===== src/design/gpio_mux_pkg.sv =====
// package for the pin output multiplexer: register map, field layout, codes
// assumes an 8-bit APB byte address and 32-bit data
package gpio_mux_pkg;

  localparam int NUM_PINS = 4;
  localparam int NUM_RX = 4;
  localparam int NUM_TX = 2;
  localparam int ADDR_W = 8;
  localparam int DATA_W = 32;
  localparam int REG_W = 8;

  // register indices; byte address is four times the index
  localparam logic [5:0] PIN3_CTRL_IDX = 6'h13;
  localparam logic [5:0] PIN4_CTRL_IDX = 6'h14;
  localparam logic [5:0] PIN5_CTRL_IDX = 6'h15;
  localparam logic [5:0] PIN6_CTRL_IDX = 6'h16;
  localparam logic [5:0] PIN_STATE_IDX = 6'h20;
  localparam logic [7:0] CTRL_RESET = 8'h00;

  // output source codes
  localparam logic [2:0] SRC_DEVICE = 3'h4;
  localparam logic [2:0] SRC_RESERVED = 3'h5;

  // control register layout: bits 7:5 select, 4:2 source, 1 value, 0 enable
  typedef struct packed {
    logic [2:0] signal_select;
    logic [2:0] source_select;
    logic local_value;
    logic drive_enable;
  } pin_ctrl_t;

  // receive port status; bit order matches the select codes 000 to 111
  typedef struct packed {
    logic line_valid;
    logic frame_valid;
    logic pass;
    logic lock;
    logic [3:0] remote_gpio;
  } rx_status_t;

  // transmit port status
  typedef struct packed {
    logic [3:0] rx_port_map;
    logic interrupt;
    logic synced;
    logic line_valid;
    logic frame_valid;
  } tx_status_t;

endpackage


===== src/design/pin_output_mux.sv =====
// one pin's source and signal selection, purely combinational
// assumes all status inputs are synchronous to the core clock
`timescale 1ns/1ps
`default_nettype none

module pin_output_mux (
  // configuration
  input wire gpio_mux_pkg::pin_ctrl_t ctrl,
  // status sources
  input wire gpio_mux_pkg::rx_status_t [gpio_mux_pkg::NUM_RX-1:0] rx,
  input wire gpio_mux_pkg::tx_status_t [gpio_mux_pkg::NUM_TX-1:0] tx,
  input wire logic [gpio_mux_pkg::NUM_RX-1:0] rx_enabled,
  input wire logic frame_sync_pulse,
  // selected level
  output logic level
);

  wire gpio_mux_pkg::rx_status_t rx_sel;
  wire gpio_mux_pkg::tx_status_t tx_sel;
  wire [3:0] lock_vec;
  wire [3:0] pass_vec;
  wire any_enabled;
  wire lock_or;
  wire lock_and;
  wire pass_and;
  wire any_mapped;
  wire tx_pass_and;
  wire tx_pass_or;
  wire [7:0] rx_vec;
  wire [7:0] dev_vec;
  wire [7:0] tx_vec;
  wire rx_level;
  wire dev_level;
  wire tx_level;

  assign rx_sel = rx[ctrl.source_select[1:0]];
  assign tx_sel = tx[ctrl.source_select[0]];

  generate
    for (genvar i = 0; i < gpio_mux_pkg::NUM_RX; i++) begin : g_vec
      assign lock_vec[i] = rx[i].lock;
      assign pass_vec[i] = rx[i].pass;
    end
  endgenerate

  // receive port signals
  assign rx_vec = rx_sel;
  assign rx_level = rx_vec[ctrl.signal_select];

  // device status; no enabled port gives low
  assign any_enabled = |rx_enabled;
  assign lock_or = |(lock_vec & rx_enabled);
  assign lock_and = any_enabled & (&(lock_vec | ~rx_enabled));
  assign pass_and = any_enabled & (&(pass_vec | ~rx_enabled));
  assign dev_vec = {3'h0, frame_sync_pulse, pass_and, lock_and, lock_or,
                    ctrl.local_value};
  assign dev_level = dev_vec[ctrl.signal_select];

  // transmit port signals; no mapped port gives low
  assign any_mapped = |tx_sel.rx_port_map;
  assign tx_pass_and = any_mapped & (&(pass_vec | ~tx_sel.rx_port_map));
  assign tx_pass_or = |(pass_vec & tx_sel.rx_port_map);
  assign tx_vec = {2'h0, tx_sel.interrupt, tx_sel.synced, tx_sel.line_valid,
                   tx_sel.frame_valid, tx_pass_or, tx_pass_and};
  assign tx_level = tx_vec[ctrl.signal_select];

  // source choice; the reserved source gives low
  assign level = (ctrl.source_select == gpio_mux_pkg::SRC_RESERVED) ? 1'b0 :
                 (ctrl.source_select == gpio_mux_pkg::SRC_DEVICE) ? dev_level :
                 ctrl.source_select[2] ? tx_level : rx_level;

endmodule

`default_nettype wire


===== src/design/gpio_output_source_mux.sv =====
// output multiplexer and drive control for four general purpose pins
// assumes an APB master on pclk and status inputs synchronous to pclk
//
// Operation
// - The 3-bit source field picks receive port 0 to 3, device status, or transmit port 0 or 1.
// - For a receive port, the select field picks remote GPIO 0 to 3, lock, pass, frame or line valid.
// - For device status, select picks local value, OR lock, AND lock, AND pass, or frame sync.
// - For a transmit port, select picks AND or OR pass, frame valid, line valid, synced or interrupt.
// - The local value bit drives the pin when device status code zero is chosen.
// - A pin is driven only while its enable bit is set, otherwise its driver is off.
`timescale 1ns/1ps
`default_nettype none

module gpio_output_source_mux (
  // clock and reset
  input wire logic pclk,
  input wire logic presetn,
  // apb slave
  input wire logic psel,
  input wire logic penable,
  input wire logic pwrite,
  input wire logic [gpio_mux_pkg::ADDR_W-1:0] paddr,
  input wire logic [gpio_mux_pkg::DATA_W-1:0] pwdata,
  input wire logic [3:0] pstrb,
  output logic [gpio_mux_pkg::DATA_W-1:0] prdata,
  output logic pready,
  output logic pslverr,
  // status sources
  input wire gpio_mux_pkg::rx_status_t [gpio_mux_pkg::NUM_RX-1:0] rx_status,
  input wire gpio_mux_pkg::tx_status_t [gpio_mux_pkg::NUM_TX-1:0] tx_status,
  input wire logic [gpio_mux_pkg::NUM_RX-1:0] rx_enabled,
  input wire logic frame_sync_pulse,
  // pins 3 to 6, index 0 is pin 3
  output logic [gpio_mux_pkg::NUM_PINS-1:0] pin_out,
  output logic [gpio_mux_pkg::NUM_PINS-1:0] pin_oe
);

  gpio_mux_pkg::pin_ctrl_t [gpio_mux_pkg::NUM_PINS-1:0] ctrl_ff;
  logic [gpio_mux_pkg::NUM_PINS-1:0] pin_out_ff;
  logic [gpio_mux_pkg::NUM_PINS-1:0] pin_oe_ff;
  logic [gpio_mux_pkg::DATA_W-1:0] prdata_ff;
  logic pslverr_ff;

  wire [gpio_mux_pkg::NUM_PINS-1:0] pin_level;
  wire [gpio_mux_pkg::NUM_PINS-1:0] nxt_pin_out;
  wire [gpio_mux_pkg::NUM_PINS-1:0] nxt_pin_oe;
  wire [gpio_mux_pkg::NUM_PINS-1:0] ctrl_hit;
  wire [5:0] word_idx;
  wire aligned;
  wire state_hit;
  wire mapped;
  wire setup_phase;
  wire access_phase;
  wire wr_en;
  wire [gpio_mux_pkg::REG_W-1:0] ctrl_rd;
  wire [gpio_mux_pkg::REG_W-1:0] state_rd;
  wire [gpio_mux_pkg::REG_W-1:0] rd_byte;
  wire [gpio_mux_pkg::DATA_W-1:0] nxt_prdata;

  // apb decode
  assign word_idx = paddr[7:2];
  assign aligned = (paddr[1:0] == 2'h0);
  assign setup_phase = psel & ~penable;
  assign access_phase = psel & penable;
  assign state_hit = aligned & (word_idx == gpio_mux_pkg::PIN_STATE_IDX);
  assign mapped = (|ctrl_hit) | state_hit;
  assign wr_en = access_phase & pwrite & pstrb[0];
  assign pready = 1'b1;

  generate
    for (genvar i = 0; i < gpio_mux_pkg::NUM_PINS; i++) begin : g_pin
      assign ctrl_hit[i] = aligned &
                           (word_idx == gpio_mux_pkg::PIN3_CTRL_IDX + 6'(i));

      pin_output_mux u_mux (
        .ctrl(ctrl_ff[i]),
        .rx(rx_status),
        .tx(tx_status),
        .rx_enabled(rx_enabled),
        .frame_sync_pulse(frame_sync_pulse),
        .level(pin_level[i])
      );

      assign nxt_pin_oe[i] = ctrl_ff[i].drive_enable;
      assign nxt_pin_out[i] = ctrl_ff[i].drive_enable & pin_level[i];

      // control register write
      always_ff @(posedge pclk or negedge presetn) begin
        if (!presetn) begin
          ctrl_ff[i] <= gpio_mux_pkg::CTRL_RESET;
        end else if (wr_en && ctrl_hit[i]) begin
          ctrl_ff[i] <= gpio_mux_pkg::pin_ctrl_t'(pwdata[7:0]);
        end
      end
    end
  endgenerate

  // read data selection
  assign ctrl_rd = ctrl_hit[0] ? ctrl_ff[0] :
                   ctrl_hit[1] ? ctrl_ff[1] :
                   ctrl_hit[2] ? ctrl_ff[2] :
                   ctrl_hit[3] ? ctrl_ff[3] : 8'h00;
  assign state_rd = {pin_oe_ff, pin_out_ff};
  assign rd_byte = state_hit ? state_rd : ctrl_rd;
  assign nxt_prdata = {24'h000000, rd_byte};

  // read data and error are captured in the setup cycle
  always_ff @(posedge pclk or negedge presetn) begin
    if (!presetn) begin
      prdata_ff <= 32'h00000000;
      pslverr_ff <= 1'b0;
    end else if (setup_phase) begin
      prdata_ff <= pwrite ? 32'h00000000 : nxt_prdata;
      pslverr_ff <= ~mapped;
    end
  end

  assign prdata = prdata_ff;
  assign pslverr = pslverr_ff & access_phase;

  // registered pin drive
  always_ff @(posedge pclk or negedge presetn) begin
    if (!presetn) begin
      pin_out_ff <= 4'h0;
      pin_oe_ff <= 4'h0;
    end else begin
      pin_out_ff <= nxt_pin_out;
      pin_oe_ff <= nxt_pin_oe;
    end
  end

  assign pin_out = pin_out_ff;
  assign pin_oe = pin_oe_ff;

endmodule

`default_nettype wire


===== config.mk =====
export PLATFORM = sky130hd
export DESIGN_NAME = gpio_output_source_mux
export DESIGN_NICKNAME = d
export VERILOG_FILES = /design/src/design/gpio_mux_pkg.sv /design/src/design/pin_output_mux.sv /design/src/design/gpio_output_source_mux.sv
export SDC_FILE = /design/constraint.sdc
export NUM_CORES = 1
export LEC_CHECK = 0
export ABC_AREA = 1
export BUFFER_PORTS_ARGS = -buffer_cell sky130_fd_sc_hd__buf_2
export CORE_ASPECT_RATIO = 0.9
export CORE_MARGIN = 8
export CORE_UTILIZATION = 54
export DETAILED_ROUTE_END_ITERATION = 8
export GPL_TIMING_DRIVEN = 0
export PLACE_DENSITY_LB_ADDON = 0.05
export SYNTH_ARGS = -nofsm -noshare
export SYNTH_HDL_FRONTEND = slang
export SYNTH_SLANG_ARGS = --single-unit

===== constraint.sdc =====
create_clock -name pclk -period 1.65 [get_ports pclk]
set_input_delay 0.33 -clock pclk [delete_from_list [all_inputs] [get_ports pclk]]
set_output_delay 0.33 -clock pclk [all_outputs]
set_load 0.03 [all_outputs]

After elaboration in Yosys (flattened, before gate mapping). Cells that the tools add are included. Widths: inputs -> output; s select.

Bits in registers: 73. Bits in latches: 0. RAM bits: 0. Bits in read-only memories: 0. Output and inout port bits: 42. Logic and storage cells: 164. Memories: 0.

Add/sub/neg operators: 0. $mul: 0. Divide/modulo/power cells: 0. Order comparisons: 12. Eq/ne operators: 13. Shift-type cells: 0. Muxes and demuxes: 58. Bitwise gates (word level): 39. Reduce and logical (&&, ||, !) cells: 22.

Operators by type and width (count): $mux 8 (18); $bmux 8 s2 (4); $reduce_or 4->1 (11); $bmux 1 s3 (12); $eq 3x3->1 const B (8); $eq 6x5->1 const B (4); $mux 1 (24); $or 4x4->4 (6); $reduce_and 4->1 (6); $and 1x1->1 (20); $and 4x4->4 (5); $not 4->4 (5); $lt 3x4->1 const B (4); $lt 2x3->1 const B (4); $lt 1x2->1 const B (4); $eq 6x6->1 const B (1); $logic_and 1x1->1 (4); $logic_not 2->1 (1); $not 1->1 (2); $or 1x1->1 (1).

Logic depth before layout (Yosys ltp). Gate-level depths: netlist (run 1).

Depth in word-level cells: 12. Gate-level depth with buffers: 15.

Modules after synthesis. From an unflattened synthesis (run 1), not the netlist that was laid out.

Cells, all modules: 922. Area total of the unflattened synthesis: 5597.9 sq um.

Modules (own cells, without submodules): gpio_output_source_mux (instances 1, cells each 342, area an instance 2825.2 sq um); pin_output_mux (instances 4, cells each 145, area an instance 693.2 sq um).

Least setup slack after synthesis (run 1). Ideal clock, no wire load.

Path kind: input to output. From: in psel. To: out pslverr. Data arrival time: 1.059 ns. Setup slack: 0.261 ns. Stages on the path: 2. Buffers on the path: 0. Cells stage by stage: inv_2 > nor3_1.

Word-level cells in the longest chain between the ends: 2.

Ends and longest elaborated chain: start, declared (line gpio_output_source_mux.sv:19) `input wire logic psel,`; $and 1x1->1 (line gpio_output_source_mux.sv:64) `assign access_phase = psel & penable;`; $and 1x1->1 (line gpio_output_source_mux.sv:119) `assign pslverr = pslverr_ff & access_phase;`; end, declared (line gpio_output_source_mux.sv:27) `output logic pslverr,`.

Every way passes these cells.

Worst setup path after layout (run 1).
From: reg ctrl_ff[10] in the netlist's numbering. To: reg pin_out_ff, in the netlist pin_out[1].

Word-level cells in the longest chain between the ends: 12. Elaborated cells on any way between the ends: 21. Classes of those cells: eq/ne (2); mux (11); bitwise (5); reduce/logical (3).

Ends and longest elaborated chain: start, declared (line gpio_output_source_mux.sv:38) `gpio_mux_pkg::pin_ctrl_t [gpio_mux_pkg::NUM_PINS-1:0] ctrl_ff;`; start signal, assigned by index (line gpio_output_source_mux.sv:90) `ctrl_ff[i] <= gpio_mux_pkg::CTRL_RESET;`; start signal, assigned by index (line gpio_output_source_mux.sv:92) `ctrl_ff[i] <= gpio_mux_pkg::pin_ctrl_t'(pwdata[7:0]);`; $mux 8 (not written as such) (2 in series) (line pin_output_mux.sv:37) `assign tx_sel = tx[ctrl.source_select[0]];`; $not 4->4 (line pin_output_mux.sv:61) `assign tx_pass_and = any_mapped & (&(pass_vec | ~tx_sel.rx_port_map));`; $or 4x4->4 (line pin_output_mux.sv:61); $reduce_and 4->1 (line pin_output_mux.sv:61); $and 1x1->1 (line pin_output_mux.sv:61); $bmux 1 s3 (line pin_output_mux.sv:65) `assign tx_level = tx_vec[ctrl.signal_select];`; $mux 1 (not written as such) (line pin_output_mux.sv:65); $mux 1 (line pin_output_mux.sv:70) `ctrl.source_select[2] ? tx_level : rx_level;`; $mux 1 (line pin_output_mux.sv:69) `(ctrl.source_select == gpio_mux_pkg::SRC_DEVICE) ? dev_level :`; $mux 1 (*) (line pin_output_mux.sv:68) `assign level = (ctrl.source_select == gpio_mux_pkg::SRC_RESERVED) ? 1'b0 :`; $and 1x1->1 (*) (line gpio_output_source_mux.sv:85) `assign nxt_pin_out[i] = ctrl_ff[i].drive_enable & pin_level[i];`; via nxt_pin_out (one bit) (line gpio_output_source_mux.sv:45) `wire [gpio_mux_pkg::NUM_PINS-1:0] nxt_pin_out;`; end signal, assigned (line gpio_output_source_mux.sv:127) `pin_out_ff <= nxt_pin_out;`; end, declared (line gpio_output_source_mux.sv:39) `logic [gpio_mux_pkg::NUM_PINS-1:0] pin_out_ff;`.

The timed path passes the listed nets; every way through them passes the cells marked *. The select of a mux whose other input is x is not followed. A chain may end at the register's enable or synchronous reset.

==> impl_metrics.json, run 1 <==
{
  "status": "complete, but fails checks",
  "violations": "DRC, setup timing",
  "path_common_cell": "nand2_1",
  "coreArea_um2": 9084,
  "fin_nets": 1098,
  "wire_per_inst_um": 19.58,
  "synthArstFlopShare": 1.000,
  "io_pins": 144,
  "clock_skew_ns": 0.01463,
  "dieArea_um2": 12630,
  "hpwlAfterDp_mm": 15.78,
  "post-route-worst-setup-slack_ns": -0.07096,
  "seqCellArea_um2": 1234,
  "yosys.cell_count.top_type": "nand2_1",
  "setup_violations": 3,
  "grt_first_pass_wirelength_mm": 33.01,
  "wl_met3_mm": 3.389,
  "synth_seq_area_share": 0.2444,
  "cts_hold_buf": 0,
  "required_ns": 1.88,
  "gp_congestion": 1.026,
  "overflow": 0,
  "path_delay_family": "simple AND/OR/NAND/NOR gates",
  "path_cells": "buf_6, inv_4, buf_6, nand2_2, nand3_1, nand2_1, nor2_1, nand2_1, nand2_1, nand2_1, nand2_1, nand2_1, nand2_1, nand2_1, nor2_2",
  "max_slew.worst_pin.slew_ns": 1.057,
  "rsz0062_at_grt": "true",
  "io_buffers": 90,
  "synthTopCellsByCount": "nand2_1 (250), nand3_1 (87), inv_1 (83)",
  "syn_inst": 851,
  "cp-start-kind": "register",
  "clk_pin_slew_ns": 0.11,
  "cp_slowest_cell": "dfrtp_1",
  "hold_path_class": "in -> async",
  "drv_cap": 0,
  "grt_usage": 0.3256,
  "fp-row-count": 33,
  "firstDrtPassIters": 9,
  "viasPerCell": 6.094,
  "initial_utilization": 0.5522,
  "synth-xor-area-share": 0,
  "hold_slack_ns": 0.1905,
  "yosys_warnings": 0,
  "finalHoldViolCount": 0,
  "nFillCells": 836,
  "synthSimpleGateAreaFrac": 0.3931,
  "synthMuxAreaShare": 0,
  "crit_buf_inv": 3,
  "antenna_found_initial": 0,
  "grt_max_degree": 50,
  "crit_type": "reg -> reg",
  "multi_input_area_um2": 3366,
  "vdd_ir_drop_max_v": 0.0004735,
  "tritoncts_num_sinks": 49,
  "clock_path_buffers": 2,
  "htreeDepth": 2,
  "min_period_ns": 1.721,
  "relSlewSlack": 0.2954,
  "vias": 6825,
  "synth_top_area_frac": 0.2444,
  "grt_pass1_vias": 6157,
  "path_max_fanout": 10,
  "finalCritPeriodShare": 1.043,
  "synth_ff_type": "dfrtp_1",
  "routed-wl-met2_mm": 9.381,
  "arrival_ns": 1.96,
  "drcViolationCount": 1,
  "clk_latency_ns": 0.32,
  "slew_viol_final": 0,
  "synthTopCellsByArea": "dfrtp_1 (24%), nand2_1 (19%), nand3_1 (8.7%), o21ai_0 (6.5%), inv_1 (6.2%)",
  "cts_buffers": 5,
  "yosys.area.top_type": "dfrtp_1",
  "ys_types": 33,
  "synth_top_family_by_area": "simple AND/OR/NAND/NOR gates",
  "drt_iter0_markers": 1007,
  "clockRootBuffer": "clkbuf_8",
  "ant_nets": 0,
  "ys_ff_latch": 49,
  "cp-end-kind": "register",
  "synthToLayoutAreaGrowth_pct": 28.19,
  "die_height_um": 107.4,
  "synth_area_um2": 5016,
  "setup_tns_ns": -0.1407,
  "synth_edf_count": 0,
  "routed_wl_mm": 21.93,
  "cts_tree": "built",
  "wl_met1_mm": 8.021,
  "power_density_nw_per_um2": 450.3,
  "synth_compound_area_frac": 0.2023,
  "cpPeakStageDelay_ns": 0.39,
  "power.leakage_nw": 3.338,
  "fmax_mhz": 581.1,
  "drive_gt1_frac": 0.2999,
  "synth_fa_ha_area_frac": 0,
  "top_layer": "met4",
  "fp.dieW_um": 117.6,
  "postSynthAreaPerCell_um2": 5.894
}
==> final cells by class <==
class	instances	share of cell area
Buffer	55	0.07433
Clock inverter	3	0.007784
Tap cell	122	0.02374
Antenna cell	1	0.0003892
Timing Repair Buffer	114	0.1053
Multi-Input combinational cell	669	0.5234
Clock buffer	5	0.01070
Inverter	102	0.06246
Sequential cell	49	0.1919
==> per-layer routing <==
metal | GRT usage | vias up
li1 | - | 3023
met1 | 0.4138 | 3054
met2 | 0.5190 | 625
met3 | 0.08495 | 123
met4 | 0.1324 | 0
met5 | 0 | -
==> timing repair <==
item / CTS / global route
pin swaps: 3 / 30
gates cloned: 1 / 2
gates resized for setup: 36 / 91
setup buffers: 6 / 16
endpoints found under the setup margin: 4 / 4
==> cells by family (layout without fill, tap and decap cells) <==
logic type,count (synthesis),after routing
AND/OR/NAND/NOR,455,456
flip-flops,49,49
AO/OA/AOI/OAI,188,188
buffers and inverters,157,279
other,2,26
==> through the flow <==
stage	cell area [um2]	utilization	total power, mW	setup slack (ns)	instances
floorplan	5102	-	1.661	0.2613	874
global placement	5705	0.6281	1.891	-0.3352	1086
detailed placement	5705	0.6281	1.908	-0.3228	1086
CTS	5979	0.6583	2.812	0.002953	1101
global route	6427	0.7076	2.984	-0.09945	1119
finish	6430	0.7079	2.896	-0.07096	1120
==> where the power goes <==
part           leakage (nW)  switching, mW  total [mW]  internal (mW)
sequential            0.671         0.0142        1.23           1.21
clock                0.0603          0.459       0.925          0.465
combinational          2.61          0.492       0.745          0.253
total                  3.34          0.966        2.90           1.93
==> path summary, 6_finish.rpt <==
| check | start | slack [ns] | endpoint | depth (start not counted) |
|---|---|---|---|---|
| min reg2reg | ctrl_ff[0]$_DFFE_PN0P_ | 0.48 | pin_oe[0]$_DFF_PN0_ | 0 |
| max in group asynchronous | presetn | 0.73 | ctrl_ff[19]$_DFFE_PN0P_ | 1 |
| max reg2reg | ctrl_ff[10]$_DFFE_PN0P_ | -0.07 | pin_out[1]$_DFF_PN0_ | 15 |
| min in group pclk | pwdata[6] | 0.32 | ctrl_ff[6]$_DFFE_PN0P_ | 3 |
| max | ctrl_ff[10]$_DFFE_PN0P_ | -0.07 | pin_out[1]$_DFF_PN0_ | 15 |
| min | presetn | 0.19 | pin_out[3]$_DFF_PN0_ | 1 |
==> flip-flops by register name, indices dropped and copies added, names as in the netlist <==
signal and cells:
ctrl_ff 32, prdata 8, pin_oe 4, pin_out 4, pslverr_ff 1
==> cell usage in the layout (no fill, tap or decap), drive strengths merged <==
cell type,n
a211oi,1
a21oi,59
a31oi,2
buf,166
bufinv,1
clkbuf,8
clkinv,2
clkinvlp,2
conb,25
dfrtp,49
diode,1
inv,100
nand2,262
nand3,88
nand4,15
nor2,81
nor3,9
nor4,1
o2111ai,1
o211ai,7
o21ai,112
o221ai,1
o22ai,5
==> worst register-to-register path, stage by stage (launching register included) <==
cell and delay [ns]:
dfrtp_1 0.39, buf_6 0.15, inv_4 0.08, buf_6 0.16, nand2_2 0.09, nand3_1 0.08, nand2_1 0.08, nor2_1 0.09
nand2_1 0.06, nand2_1 0.07, nand2_1 0.08, nand2_1 0.06, nand2_1 0.05, nand2_1 0.05, nand2_1 0.05, nor2_2 0.11
No activity file was read; power rests on OpenSTA's default activity.
==> run 2: changes to the inputs <==
==> constraint.sdc (replaced) <==
create_clock -name pclk -period 1.9 [get_ports pclk]
set_input_delay 0.38 -clock pclk [delete_from_list [all_inputs] [get_ports pclk]]
set_output_delay 0.38 -clock pclk [all_outputs]
set_load 0.03 [all_outputs]
==> impl_metrics.json, run 2 (synthesized netlist as in run 1, its figures left out) <==
{
  "status": "finished clean",
  "cts_buffers": 5,
  "finalCritPeriodShare": 0.9714,
  "ff2ff_path_depth": 10,
  "timing.rr.end": "pin_out[0]$_DFF_PN0_",
  "grt_max_degree": 50,
  "cts_setup_buffers": 0,
  "setup_violations": 0,
  "firstDrtPassIters": 8,
  "swShare": 0.3276,
  "internal-power_mw": 1.651,
  "clockRootBuffer": "clkbuf_8",
  "n_antenna_cell": 0,
  "layout_common_cells": "nand2_1 (250), buf_2 (103), nand3_1 (87)",
  "path_max_fanout": 10,
  "clk_latency_ns": 0.32,
  "clk_pin_slew_ns": 0.11,
  "fp.dieW_um": 117.6,
  "drive_gt1_frac": 0.2171,
  "pwr-share-clk": 0.324,
  "cts_hold_buf": 0,
  "r2r_start": "ctrl_ff[2]$_DFFE_PN0P_",
  "fin_nets": 1073,
  "initial_utilization": 0.5522,
  "wire_per_inst_um": 19.20,
  "path_cells": "buf_4, buf_6, nor2_4, a21oi_1, nand3_1, nand3_1, nand3_1, nand3_1, nand2_1, nor2_1",
  "final_common_cell": "nand2_1",
  "tritoncts_num_sinks": 49,
  "drcViolationCount": 0,
  "io_buffers": 90,
  "synthToLayoutAreaGrowth_pct": 16.64,
  "power_density_nw_per_um2": 419.7,
  "cp_slowest_cell": "dfrtp_1",
  "drv_cap": 0,
  "routed_wl_mm": 21.01,
  "clock_skew_ns": 0.01282,
  "crit_type": "reg -> reg",
  "fmax_mhz": 541.8,
  "min_period_ns": 1.846,
  "switching_power_mw": 0.8044,
  "dieArea_um2": 12630,
  "gp_congestion": 1.026,
  "rsz0062_at_grt": "true",
  "htreeDepth": 2,
  "fp-row-count": 33,
  "nFillCells": 915,
  "cp-end-kind": "register",
  "grt_pass1_vias": 6088,
  "antenna_found_initial": 0,
  "top_register": "ctrl_ff",
  "grt_usage": 0.3231,
  "grt_first_pass_wirelength_mm": 32.64,
  "p_seq_frac": 0.433,
  "relSlewSlack": 0.2933,
  "max_slew.worst_pin.slew_ns": 1.060,
  "cpPeakStageDelay_ns": 0.38,
  "largest_reg_flops": 32,
  "hpwlAfterDp_mm": 15.78,
  "coreArea_um2": 9084,
  "drt_iter0_markers": 882,
  "reg2reg_setup_slack_ns": 0.05,
  "comb_power_share": 0.243,
  "arrival_ns": 2.05,
  "die_height_um": 107.4,
  "vias": 6597,
  "required_ns": 2.10,
  "overflow": 0,
  "finalHoldViolCount": 0,
  "cp-start-kind": "register",
  "setup_tns_ns": 0,
  "ant_nets": 0,
  "hold_path_class": "in -> async",
  "viasPerCell": 6.030,
  "path_common_cell": "nand3_1",
  "slew_viol_final": 0,
  "clock_path_buffers": 2,
  "utilization": 0.6441,
  "vdd_ir_drop_max_v": 0.0004089,
  "cts_tree": "built",
  "power.leakage_nw": 3.136,
  "io_pins": 144
}
[run 2: critical path: cells and delay by family, from the launching register on]
kind            cells  cell delay (ns)
compound gates      1             0.11
flops               1             0.38
buf+inv             2             0.33
simple gates        7             0.90
[run 2: layout make-up]
type / instances / area [um2] / share of cell area
buffer: 55 / 412.9 / 0.07057
clock buffer: 5 / 68.82 / 0.01176
clock inverter: 3 / 50.05 / 0.008554
inverter: 102 / 391.6 / 0.06694
multi-input combinational: 668 / 3098 / 0.5295
sequential: 49 / 1226 / 0.2096
tap: 122 / 152.6 / 0.02609
timing repair buffer: 90 / 450.4 / 0.07699
[run 2: how the worst max path moves through the flow]
| stage | cells after the start | startpoint | end |
|---|---|---|---|
| floorplan | 2 | psel | pslverr |
| global placement | 8 | ctrl_ff[19]$_DFFE_PN0P_ | pin_out[2]$_DFF_PN0_ |
| detailed placement | 8 | ctrl_ff[19]$_DFFE_PN0P_ | pin_out[2]$_DFF_PN0_ |
| CTS | 10 | ctrl_ff[2]$_DFFE_PN0P_ | pin_out[0]$_DFF_PN0_ |
| global route | 10 | ctrl_ff[2]$_DFFE_PN0P_ | pin_out[0]$_DFF_PN0_ |
| finish | 10 | ctrl_ff[2]$_DFFE_PN0P_ | pin_out[0]$_DFF_PN0_ |
[run 2: timing repair]
action	CTS	global route
gates resized for setup	1	11
setup endpoints to repair	1	4
cloned	0	0
[run 2: power by group through the flow]
| stage | Sequential, mW | Combinational (mW) | Clock (mW) |
|---|---|---|---|
| floorplan | 1.08 | 0.360 | 0 |
| global placement | 1.08 | 0.560 | 0 |
| detailed placement | 1.08 | 0.574 | 0 |
| CTS | 1.06 | 0.578 | 0.792 |
| global route | 1.06 | 0.651 | 0.832 |
| finish | 1.06 | 0.596 | 0.797 |
[run 2: metal layers]
metal,up-vias,GRT usage,wire length (um)
met3,105,0.08338,3137
met1,2950,0.4125,7919
met4,0,0.1333,1029
li1,2977,-,-
met5,-,0,0
met2,565,0.5124,8920
[run 2: metrics by stage]
stage                     instances  worst slack [ns]  power [mW]  cell area, um2  hold slack, ns
after floorplan                 874            0.4113       1.442            5102         0.08441
after global placement         1086          -0.08524       1.642            5705          0.4492
after detailed placement       1086          -0.07285       1.657            5705          0.4491
after CTS                      1094         0.0003149       2.431            5827          0.2824
after global routing           1094          -0.01640       2.546            5851          0.3421
final                          1094           0.05443       2.455            5851          0.2357
